## src/timer_unit_defines.vh

```
// Register addresses, bit positions and timing constants for the timer unit
`ifndef TIMER_UNIT_DEFINES_VH
`define TIMER_UNIT_DEFINES_VH
// ****************************************************************
// Register addresses
// ****************************************************************
`define ADDR_TIMER_CONTROL  8'h88
`define ADDR_TIMER_MODE     8'h89
`define ADDR_T0_LOW         8'h8A
`define ADDR_T1_LOW         8'h8B
`define ADDR_T0_HIGH        8'h8C
`define ADDR_T1_HIGH        8'h8D
`define ADDR_T2_CONTROL     8'hC8
`define ADDR_T2_MODE        8'hC9
`define ADDR_RELOAD_LOW     8'hCA
`define ADDR_RELOAD_HIGH    8'hCB
`define ADDR_T2_LOW         8'hCC
`define ADDR_T2_HIGH        8'hCD
// ****************************************************************
// Reset values and bit positions
// ****************************************************************
`define T2_CONTROL_RESET    8'h00
`define BIT_T2_OVF          7
`define BIT_T2_EXF          6
`define BIT_RX_SEL          5
`define BIT_TX_SEL          4
`define BIT_T2_EXEN         3
`define BIT_T2_RUN          2
`define BIT_T2_CT           1
`define BIT_T2_CPRL         0
`define BIT_T1_GATE         7
`define BIT_T0_GATE         3
// ****************************************************************
// Timing: machine cycle in oscillator clocks
// ****************************************************************
`define MACHINE_CYCLE_CLKS  6
`define MACHINE_CYCLE_LAST  3'h5
`endif

```

## src/triple_timer_counter_unit.v

```verilog
// Three timer/counters with external interrupt flags and baud sources
// Function
// - External flag set on edge/level, cleared by service/write
// - Type bit picks falling edge or low level
// - Mode 0 uses 13 bits: high byte plus low five
// - Wrap to zero sets overflow flag
// - Count when run and (no gate or pin high)
// - Setting run bit keeps count intact
// - Gate bits at mode bit 7 and bit 3
// - Mode 1 is full sixteen-bit count
// - Mode 2 low byte reloads from high byte
// - Second timer in mode 3 holds count
// - First timer mode 3 splits into two bytes
// - First timer mode 3: second timer ignores its run bit, still gives baud
// - Third timer sixteen bits, timer or counter
// - Third timer mode decode from control bits and clock-out enable bit
// - Third overflow flag blocked in baud/clock-out
// - External flag on trigger fall when enabled and running, not in clock-out
// - Receive select picks third or second timer
// - Transmit select picks third or second timer
// - Baud mode high rollover reloads both bytes
// - Baud mode increments every oscillator clock as a timer, on pin falls as a counter
// - Baud mode trigger sets flag without reload
`timescale 1ns/1ps
`include "timer_unit_defines.vh"

module triple_timer_counter_unit (
    input  wire       clock,
    input  wire       rst,
    input  wire [7:0] sfr_addr,
    input  wire       sfr_wr,
    input  wire [7:0] sfr_wdata,
    output reg  [7:0] sfr_rdata,
    input  wire       irq_ack_ext0,
    input  wire       irq_ack_ext1,
    input  wire       irq_ack_t0,
    input  wire       irq_ack_t1,
    input  wire [1:0] external_interrupt_pin_n,
    input  wire [1:0] count_pin,
    input  wire       third_timer_count_pin,
    input  wire       third_timer_trigger_pin,
    output wire       ext_irq_zero_flag,
    output wire       ext_irq_one_flag,
    output wire       t0_overflow_flag,
    output wire       second_timer_overflow,
    output wire       third_timer_irq,
    output wire       clock_out,
    output wire       clock_out_oe_n,
    output wire       uart_rx_baud_tick,
    output wire       uart_tx_baud_tick,
    output wire       baud_t1_tick
);

    // ****************************************************************
    // Pin synchronisers and edge history
    // ****************************************************************
    reg  [5:0] sync1_q;
    reg  [5:0] sync2_q;
    reg  [5:0] prev_q;
    wire [5:0] pins = {third_timer_trigger_pin, third_timer_count_pin, count_pin,
                       external_interrupt_pin_n};
    wire [5:0] fall = prev_q & ~sync2_q;
    wire [1:0] int_lvl = sync2_q[1:0];

    always @(posedge clock) begin
        if (rst) begin
            sync1_q <= 6'h3F;
            sync2_q <= 6'h3F;
            prev_q  <= 6'h3F;
        end else begin
            sync1_q <= pins;
            sync2_q <= sync1_q;
            prev_q  <= sync2_q;
        end
    end

    // ****************************************************************
    // Machine cycle prescaler
    // ****************************************************************
    reg  [2:0] pre_q;
    wire       mc_tick = (pre_q == `MACHINE_CYCLE_LAST);

    always @(posedge clock) begin
        if (rst)
            pre_q <= 3'h0;
        else
            pre_q <= mc_tick ? 3'h0 : pre_q + 3'h1;
    end

    // ****************************************************************
    // Registers
    // ****************************************************************
    reg  [7:0] timer_control_q;
    reg  [7:0] timer_mode_reg_q;
    reg  [7:0] tl_q [0:1];
    reg  [7:0] th_q [0:1];
    reg  [7:0] third_timer_control_q;
    reg        clock_out_enable_q;
    reg  [7:0] reload_capture_low_q;
    reg  [7:0] reload_capture_high_q;
    reg  [7:0] third_timer_low_q;
    reg  [7:0] third_timer_high_q;
    reg        clk_out_q;

    function wr_hit;
        input [7:0] a;
        begin
            wr_hit = sfr_wr && (sfr_addr == a);
        end
    endfunction

    // ****************************************************************
    // General timers: tick enables
    // ****************************************************************
    wire [1:0] mode0 = timer_mode_reg_q[1:0];
    wire [1:0] mode1 = timer_mode_reg_q[5:4];
    wire       t0_split = (mode0 == 2'h3);
    wire [1:0] gate = {timer_mode_reg_q[`BIT_T1_GATE], timer_mode_reg_q[`BIT_T0_GATE]};
    wire [1:0] ct = {timer_mode_reg_q[6], timer_mode_reg_q[2]};
    wire [1:0] run = {timer_control_q[6], timer_control_q[4]};
    wire [1:0] src_tick;
    wire [1:0] tick;
    wire [1:0] ovf;
    wire       th0_ovf;

    genvar g;
    generate
        for (g = 0; g < 2; g = g + 1) begin : gen_timer
            wire [1:0] md = g ? mode1 : mode0;
            wire lo_full = (md == 2'h0) ? (tl_q[g][4:0] == 5'h1F) : (tl_q[g] == 8'hFF);
            assign src_tick[g] = ct[g] ? fall[2 + g] : mc_tick;
            // Timer 1 run gating does not apply to its baud role in split mode
            assign tick[g] = src_tick[g] && (g ? 1'b1 : run[0])
                           && (!gate[g] || int_lvl[g]);
            assign ovf[g] = tick[g] && lo_full && ((md == 2'h2) || (md == 2'h3) ||
                            (th_q[g] == 8'hFF));
            always @(posedge clock) begin
                if (rst) begin
                    tl_q[g] <= 8'h00;
                    th_q[g] <= 8'h00;
                end else if (wr_hit(g ? `ADDR_T1_LOW : `ADDR_T0_LOW)) begin
                    tl_q[g] <= sfr_wdata;
                end else if (wr_hit(g ? `ADDR_T1_HIGH : `ADDR_T0_HIGH)) begin
                    th_q[g] <= sfr_wdata;
                end else if (g == 1 && (md == 2'h3 || (!t0_split && !run[1]))) begin
                    tl_q[g] <= tl_q[g];
                end else if (tick[g]) begin
                    case (md)
                        2'h0: begin
                            tl_q[g] <= {3'h0, tl_q[g][4:0] + 5'h1};
                            if (lo_full)
                                th_q[g] <= th_q[g] + 8'h01;
                        end
                        2'h1: begin
                            tl_q[g] <= tl_q[g] + 8'h01;
                            if (lo_full)
                                th_q[g] <= th_q[g] + 8'h01;
                        end
                        2'h2: tl_q[g] <= lo_full ? th_q[g] : tl_q[g] + 8'h01;
                        default: tl_q[g] <= tl_q[g] + 8'h01;
                    endcase
                end
                // High byte of timer 0 in split mode counts machine cycles on run bit 1
                if (!rst && g == 0 && t0_split && mc_tick && run[1]
                    && !wr_hit(`ADDR_T0_HIGH)) begin
                    th_q[g] <= th_q[g] + 8'h01;
                end
            end
        end
    endgenerate

    assign th0_ovf = t0_split && mc_tick && run[1] && (th_q[0] == 8'hFF);
    wire t1_run_ok = t0_split ? (mode1 != 2'h3) : run[1];
    wire t1_ovf = ovf[1] && t1_run_ok && (mode1 != 2'h3);
    assign baud_t1_tick = t1_ovf;

    // ****************************************************************
    // Third timer
    // ****************************************************************
    wire t2_run  = third_timer_control_q[`BIT_T2_RUN];
    wire t2_baud = third_timer_control_q[`BIT_RX_SEL] | third_timer_control_q[`BIT_TX_SEL];
    wire t2_clko = !t2_baud && clock_out_enable_q;
    wire t2_cap  = !t2_baud && !clock_out_enable_q && third_timer_control_q[`BIT_T2_CPRL];
    // Baud and clock-out count every oscillator clock unless the counter bit selects pin edges
    wire t2_fast = t2_baud || t2_clko;
    wire t2_src  = third_timer_control_q[`BIT_T2_CT] ? fall[4] : (t2_fast ? 1'b1 : mc_tick);
    wire t2_tick = t2_run && t2_src;
    wire t2_ovf  = t2_tick && ({third_timer_high_q, third_timer_low_q} == 16'hFFFF);
    wire t2_trig = fall[5] && third_timer_control_q[`BIT_T2_EXEN] && !t2_clko;
    wire t2_count_wr = wr_hit(`ADDR_T2_LOW) || wr_hit(`ADDR_T2_HIGH);

    always @(posedge clock) begin
        if (rst) begin
            third_timer_low_q  <= 8'h00;
            third_timer_high_q <= 8'h00;
            clk_out_q          <= 1'b0;
        end else begin
            if (wr_hit(`ADDR_T2_LOW))
                third_timer_low_q <= sfr_wdata;
            if (wr_hit(`ADDR_T2_HIGH))
                third_timer_high_q <= sfr_wdata;
            if (!t2_count_wr && t2_tick) begin
                if (t2_ovf && (t2_baud || !t2_cap)) begin
                    third_timer_low_q  <= reload_capture_low_q;
                    third_timer_high_q <= reload_capture_high_q;
                end else begin
                    {third_timer_high_q, third_timer_low_q} <=
                        {third_timer_high_q, third_timer_low_q} + 16'h0001;
                end
            end else if (!t2_count_wr && t2_trig && t2_run && !t2_baud && !t2_cap) begin
                third_timer_low_q  <= reload_capture_low_q;
                third_timer_high_q <= reload_capture_high_q;
            end
            if (t2_ovf && t2_clko)
                clk_out_q <= ~clk_out_q;
        end
    end

    // ****************************************************************
    // Control registers and flags
    // ****************************************************************
    // Hardware set beats software clear in the same cycle
    wire [1:0] ext_set;
    assign ext_set[0] = timer_control_q[0] ? fall[0] : !int_lvl[0];
    assign ext_set[1] = timer_control_q[2] ? fall[1] : !int_lvl[1];
    wire t0_set = ovf[0];
    wire t1_set = t0_split ? th0_ovf : t1_ovf;

    always @(posedge clock) begin
        if (rst) begin
            timer_control_q                <= 8'h00;
            timer_mode_reg_q      <= 8'h00;
            third_timer_control_q               <= `T2_CONTROL_RESET;
            clock_out_enable_q    <= 1'b0;
            reload_capture_low_q  <= 8'h00;
            reload_capture_high_q <= 8'h00;
        end else begin
            if (wr_hit(`ADDR_TIMER_CONTROL))
                timer_control_q <= sfr_wdata;
            if (irq_ack_ext0)
                timer_control_q[1] <= 1'b0;
            if (irq_ack_ext1)
                timer_control_q[3] <= 1'b0;
            if (irq_ack_t0)
                timer_control_q[5] <= 1'b0;
            if (irq_ack_t1)
                timer_control_q[7] <= 1'b0;
            if (ext_set[0])
                timer_control_q[1] <= 1'b1;
            if (ext_set[1])
                timer_control_q[3] <= 1'b1;
            if (t0_set)
                timer_control_q[5] <= 1'b1;
            if (t1_set)
                timer_control_q[7] <= 1'b1;
            if (wr_hit(`ADDR_TIMER_MODE))
                timer_mode_reg_q <= sfr_wdata;
            if (wr_hit(`ADDR_T2_MODE))
                clock_out_enable_q <= sfr_wdata[1];
            if (wr_hit(`ADDR_T2_CONTROL))
                third_timer_control_q <= sfr_wdata;
            if (t2_ovf && !t2_baud && !t2_clko)
                third_timer_control_q[`BIT_T2_OVF] <= 1'b1;
            if (t2_trig && t2_run)
                third_timer_control_q[`BIT_T2_EXF] <= 1'b1;
            if (wr_hit(`ADDR_RELOAD_LOW))
                reload_capture_low_q <= sfr_wdata;
            if (wr_hit(`ADDR_RELOAD_HIGH))
                reload_capture_high_q <= sfr_wdata;
            if (t2_trig && t2_run && t2_cap) begin
                reload_capture_low_q  <= third_timer_low_q;
                reload_capture_high_q <= third_timer_high_q;
            end
        end
    end

    // ****************************************************************
    // Read mux
    // ****************************************************************
    always @(posedge clock) begin
        if (rst)
            sfr_rdata <= 8'h00;
        else begin
            case (sfr_addr)
                `ADDR_TIMER_CONTROL: sfr_rdata <= timer_control_q;
                `ADDR_TIMER_MODE:    sfr_rdata <= timer_mode_reg_q;
                `ADDR_T0_LOW:        sfr_rdata <= tl_q[0];
                `ADDR_T1_LOW:        sfr_rdata <= tl_q[1];
                `ADDR_T0_HIGH:       sfr_rdata <= th_q[0];
                `ADDR_T1_HIGH:       sfr_rdata <= th_q[1];
                `ADDR_T2_CONTROL:    sfr_rdata <= third_timer_control_q;
                `ADDR_T2_MODE:       sfr_rdata <= {6'h00, clock_out_enable_q, 1'b0};
                `ADDR_RELOAD_LOW:    sfr_rdata <= reload_capture_low_q;
                `ADDR_RELOAD_HIGH:   sfr_rdata <= reload_capture_high_q;
                `ADDR_T2_LOW:        sfr_rdata <= third_timer_low_q;
                `ADDR_T2_HIGH:       sfr_rdata <= third_timer_high_q;
                default:             sfr_rdata <= 8'h00;
            endcase
        end
    end

    assign ext_irq_zero_flag     = timer_control_q[1];
    assign ext_irq_one_flag      = timer_control_q[3];
    assign t0_overflow_flag      = timer_control_q[5];
    assign second_timer_overflow = timer_control_q[7];
    assign third_timer_irq       = third_timer_control_q[`BIT_T2_OVF] | third_timer_control_q[`BIT_T2_EXF];
    assign clock_out             = clk_out_q;
    assign clock_out_oe_n        = !t2_clko;
    // Baud ticks are one-cycle pulses; UART divides by 16 itself
    assign uart_rx_baud_tick = third_timer_control_q[`BIT_RX_SEL] ? (t2_ovf && t2_baud) : t1_ovf;
    assign uart_tx_baud_tick = third_timer_control_q[`BIT_TX_SEL] ? (t2_ovf && t2_baud) : t1_ovf;

endmodule // triple_timer_counter_unit

```

## config.mk

```make
export PLATFORM = sky130hd
export DESIGN_NAME = triple_timer_counter_unit
export DESIGN_NICKNAME = d
export VERILOG_FILES = /design/src/triple_timer_counter_unit.v
export VERILOG_INCLUDE_DIRS = /design/src
export SDC_FILE = /design/constraint.sdc
export NUM_CORES = 1
export LEC_CHECK = 0
export ABC_AREA = 1
export ABC_CLOCK_PERIOD_IN_PS = 2200
export BUFFER_PORTS_ARGS = -buffer_cell sky130_fd_sc_hd__buf_2
export CAP_MARGIN = 20
export CORE_UTILIZATION = 56
export CTS_BUF_LIST = sky130_fd_sc_hd__clkbuf_4 sky130_fd_sc_hd__clkbuf_8 sky130_fd_sc_hd__clkbuf_16
export DETAILED_ROUTE_END_ITERATION = 10
export PLACE_DENSITY = 0.83
export SYNTH_ARGS = -nofsm -noshare
export SYNTH_HDL_FRONTEND = slang
export SYNTH_SLANG_ARGS = --single-unit
```

## constraint.sdc

```tcl
create_clock -name clock -period 2.2 [get_ports clock]
set_input_delay 0.22 -clock clock [delete_from_list [all_inputs] [get_ports clock]]
set_output_delay 0.22 -clock clock [all_outputs]
set_load 0.01 [all_outputs]
```

# Yosys cells after proc, flatten, opt, wreduce, memory -nomap -nowiden
# Memory sizes are Yosys's and may differ from the RTL's.
# Index checks and enable logic that the tools add are counted.
classes:
  addsub: 8
  n_eq_ne: 27
  n_mux: 160
  n_bitwise: 23
  n_reduce_logical: 86
op_table:
  columns: ["operator", "n"]
  rows:
  - ["2-to-1 mux 8 bit", 34]
  - ["equality test 8 bit (second input constant)", 16]
  - ["2-to-1 mux 1 bit", 125]
  - ["one-hot mux 8 bit (12 select lines)", 1]
  - ["logical AND 1 bit", 48]
  - ["adder 8 x 1 -> 8 bit (second input constant)", 4]
  - ["OR 1 bit", 20]
  - ["nonzero test 3 bit", 6]
  - ["adder 16 x 1 -> 16 bit (second input constant)", 1]
  - ["equality test 16 bit (second input constant)", 1]
  - ["logical NOT 1 bit", 13]
  - ["adder 5 x 1 -> 5 bit (second input constant)", 2]
  - ["equality test 5 bit (second input constant)", 2]
  - ["logical OR 1 bit", 10]
  - ["equality test 2 bit (second input constant)", 4]
  - ["nonzero test 2 bit", 4]
  - ["bitwise AND 6 bit", 1]
  - ["inverter 6 bit", 1]
  - ["OR reduction 3 bit", 2]
  - ["equality test 2 x 1 -> 1 bit (second input constant)", 2]
  - ["logical NOT 2 bit", 2]
  - ["adder 3 x 1 -> 3 bit (second input constant)", 1]
  - ["equality test 3 bit (second input constant)", 1]
  - ["inequality test 2 bit (second input constant)", 1]
  - ["2 further kinds", 2]
totals:
  register_bits: 87
  ram_bits: 32
  inputBits: 29
  output_inout_bits: 18
  word_cells: 326
  n_memories: 2
mem_list:
  columns: ["name", "words", "width", "read_ports", "rd_clocked_by_memory_dff", "write_ports", "line_no", "source"]
  rows:
  - ["th_q", 2, 8, 2, 0, 2, "triple_timer_counter_unit.v:96", "reg [7:0] th_q [0:1];"]
  - ["tl_q", 2, 8, 2, 0, 2, "triple_timer_counter_unit.v:95", "reg [7:0] tl_q [0:1];"]

# Logic depth before layout (Yosys ltp)
depth:
  ltp_word: 14
  depth_mapped: 13

# Worst setup path before layout
# OpenSTA, ideal clock, no wires.
synth_path:
  path_kind: "register to output"
  startpoint: "mem tl_q[1][0]"
  endpoint: "out uart_rx_baud_tick"
  t_arrival_ns: 1.834
  t_required_ns: 1.980
  setup_slack_ns: 0.146
  path_stages_with_launch: 11
  path_cell_list: "edfxtp_1 -> ha_1 -> nand2_1 -> nor2_1 -> ha_1 -> or2_2 -> nand2_2 -> buf_2 -> inv_1 -> nand3_1 -> o21ai_0"
synth_rtl:
  columns: ["element", "line_no", "source"]
  rows:
  - ["from (decl)", "triple_timer_counter_unit.v:95", null]
  - ["to (decl)", "triple_timer_counter_unit.v:49", "output wire uart_rx_baud_tick,"]

==> results.json <==
{
  "path_clk_slew_ns": 0.06,
  "yosys.area_share.simple_pct": 35.08,
  "cp_top_family": "simple AND/OR/NAND/NOR gates",
  "fin_util_pct": 69.14,
  "fin_nets": 1247,
  "timing.final.crit_share_pct": 105.1,
  "maxCapViolCount": 0,
  "drive_above_1_share_pct": 19.89,
  "setup_viol_count_final": 3,
  "start_kind": "flip-flop",
  "start_util_pct": 57.59,
  "critical_path_class": "reg2out",
  "drc": 0,
  "cpMostUsedCell": "nor2_4",
  "hold_path_end": "timer_control_q[3]$_SDFFE_PP0P_",
  "rows": 42,
  "synth-adder-area-share_pct": 1.477,
  "ys_top_cells_by_count": "258 x nand2_1, 152 x inv_1, 131 x nand3_1, 87 x dfxtp_1, 78 x nor2_1",
  "finalWorstSetupSlack_ns": -0.1129,
  "synth-xor-area-share_pct": 3.216,
  "cts_made_buffers": 17,
  "synth_top_area_share_pct": 22.84,
  "leakagePower_nw": 4.086,
  "critPathBufInv": 2,
  "fmax_mhz": 432.4,
  "die_h_um": 118.7,
  "grt_pass1_vias": 7705,
  "first_pass_iters": 8,
  "synth_cell_types": 45,
  "cts_max_level": 4,
  "finClkSkew_ns": 0.01251,
  "root_buffer": "clkbuf_16",
  "syn_area_per_cell_sq_um": 6.895,
  "netlist_instances": 1106,
  "maxSlewViolCount": 0,
  "min_period_ns": 2.313,
  "vdd_drop_max_mv": 0.7533,
  "fp.dieArea_sq_um": 14090,
  "cts_tree": "yes",
  "grt_overflow": 0,
  "whs_ns": 0.08133,
  "hold_viol": 0,
  "outcome": "finished, violations left",
  "syn-cell-area_sq_um": 7626,
  "coreArea_sq_um": 13240,
  "synth.most_common_cell": "nand2_1",
  "fillers": 1100,
  "violations": "setup timing",
  "multi_input_area_sq_um": 4307,
  "register_area_sq_um": 2706,
  "synth_mux_area_share_pct": 0,
  "rsz0062_at_grt": "yes",
  "yosys_warnings": 0,
  "via_per_inst": 6.016,
  "end_kind": "output port",
  "antenna_found_initial": 0,
  "yosys_register_bits": 119,
  "grt_max_degree": 37,
  "ys_top_cells_by_area": "dfxtp_1 23%, nand2_1 13%, edfxtp_1 13%, nand3_1 8.6%, inv_1 7.5%",
  "hold_path_class": "in2reg",
  "synth_edf_count": 32,
  "synth_ff_type": "dfxtp_1",
  "finalPower_mw": 5.319,
  "io_pins": 47,
  "synth-seq-area-share_pct": 35.44,
  "reg2reg_to": "tl_q[0][2]$_DFFE_PP_",
  "reg2reg_depth": 8,
  "globalplace.congestion": 1.034,
  "synth_nets": 1144,
  "place_hpwl_mm": 18.54,
  "min_from": "irq_ack_ext1",
  "synth.largest_area_cell": "dfxtp_1",
  "drt-initial-drc-count": 1367,
  "clkLatencyLatePin_ns": 0.43,
  "ys_async_sr_fraction_pct": 0,
  "worst_ep_arrival_time_ns": 2.09,
  "drtAntennaViolNets": 0,
  "relSlewSlack_pct": 63.76,
  "worst_pin_slew_ns": 0.5416,
  "vias": 8410,
  "cts_sinks": 119,
  "grt_usage_pct": 36.80,
  "slowest_delay_ns": 0.37,
  "syn_to_final_growth_pct": 20.07,
  "grt_pass1_wl_mm": 40.01,
  "synth-compound-area-share_pct": 14.67,
  "cp.required_ns": 1.98,
  "path_cells": "ha_2 > nand3_2 > nor2_4 > nand2_2 > nor2_4 > a21oi_4 > buf_4 > nor4_2 > buf_2",
  "cpMaxStageDelayCell": "edfxtp_1",
  "portBuffers": 46,
  "hold_depth": 4,
  "cellPowerDensity_nw_per_um2": 580.9,
  "r2r_slack_ns": 0.11,
  "wl_mm": 25.57,
  "wire_per_inst_um": 18.29,
  "die_w_um": 118.7,
  "worstPathMaxFanout": 2,
  "synth_top_family_by_area": "simple AND/OR/NAND/NOR gates",
  "r2r_start": "tl_q[0][1]$_DFFE_PP_",
  "antenna_cells": 0,
  "cts_max_path_buffers": 2
}
## routing by layer
layer / track usage [%] / wire length [um] / vias up
li1: - / - / 3875
met1: 48.44 / 9959 / 3789
met2: 53.84 / 10770 / 634
met3: 12.36 / 3627 / 112
met4: 17.80 / 1217 / 0
met5: 0 / 0 / -
## worst min-delay path, cell delays in order
cell,delay [ns]
buf_2,0.07
a21oi_1,0.03
o21ai_1,0.06
o22ai_1,0.07
## cell usage in the layout, fill, tap and decap left out, drive strengths merged
cell,netlist,routed
nor2,95,95
inv,160,164
buf,22,109
a21oi,62,62
edfxtp,32,32
dfxtp,87,87
o211a,1,1
o21ai,80,80
a21boi,2,2
and3,1,1
dlygate4sd3,0,6
a31oi,2,2
nand4,24,24
nand2,272,272
o211ai,8,8
nand3b,5,5
xnor2,4,4
xor2,24,24
clkbuf,9,19
clkinvlp,0,1
ha,9,9
nor3,11,11
o221ai,5,5
nor4,3,3
nand3,137,137
o31ai,1,1
o22ai,33,33
or2,16,16
clkinv,1,9
## state kept, by name (all words and copies together) (netlist names)
register and count:
tl_q 16, sync2_q 6, timer_control_q 8, sfr_rdata 8, reload_capture_high_q 8, third_timer_control_q 8
third_timer_low_q 8, reload_capture_low_q 8, clock_out_enable_q 1, prev_q 6, timer_mode_reg_q 8, th_q 16
pre_q 3, clock_out 1, sync1_q 6, third_timer_high_q 8
## cell type report
cell class              instances  share of cell area, %
clock buffers                  19                  4.810
multi-input cells             795                  47.03
repair buffers                115                  8.513
clock inverters                13                  1.080
well taps                     176                  2.405
inverters                     161                  6.600
flip-flops and latches        119                  29.56
## report_power, final
part / leakage (nW) / switching, mW / total [mW] / internal, mW
Combinational: 2.79 / 0.268 / 0.398 / 0.130
Sequential: 1.03 / 0.0381 / 2.34 / 2.30
Clock: 0.269 / 1.11 / 2.58 / 1.47
## timing repair
item	in CTS	in global routing
pin swaps	14	7
cloned	0	0
buffers inserted	16	1
endpoints found under the setup margin	3	44
hold buffers	6	0
endpoints found under the hold margin	6	0
resized for setup	28	18
## metrics by stage
stage	instance area, sq um	setup slack, ns	cells	setup TNS [ns]
6_report	9156	-0.1129	1398	-0.2054
5_1_grt	9156	-0.1798	1398	-0.5291
4_1_cts	9076	-0.04945	1397	-0.07460
3_5_place_dp	8267	0.02740	1343	0
3_3_place_gp	8267	0.08710	1343	0
2_1_floorplan	7626	0.1461	1106	0
## worst max path at each step
stage	from	slack, ns	depth (start not counted)	end
6_report	th_q[1][0]$_SDFFCE_PN0P_	-0.11	9	baud_t1_tick
5_1_grt	th_q[1][0]$_SDFFCE_PN0P_	-0.18	10	uart_tx_baud_tick
4_1_cts	th_q[1][0]$_SDFFCE_PN0P_	-0.05	10	uart_rx_baud_tick
3_5_place_dp	pre_q[0]$_SDFF_PP0_	0.03	12	tl_q[1][4]$_SDFFCE_PN0P_
3_3_place_gp	pre_q[1]$_SDFF_PP0_	0.09	12	third_timer_high_q[5]$_SDFFE_PP0P_
2_1_floorplan	tl_q[1][0]$_SDFFCE_PN0P_	0.15	10	uart_rx_baud_tick
## logic make-up (layout without fill, tap and decap cells)
kind of cell / count (synthesis) / after routing
AOI/OAI and AO/OA: 194 / 194
xor gates and xnor gates: 28 / 28
and+or+nand+nor: 564 / 564
DFF: 119 / 119
adders and majority gates: 9 / 9
buffers and inverters: 192 / 308
(Power assumes the default switching activity.)
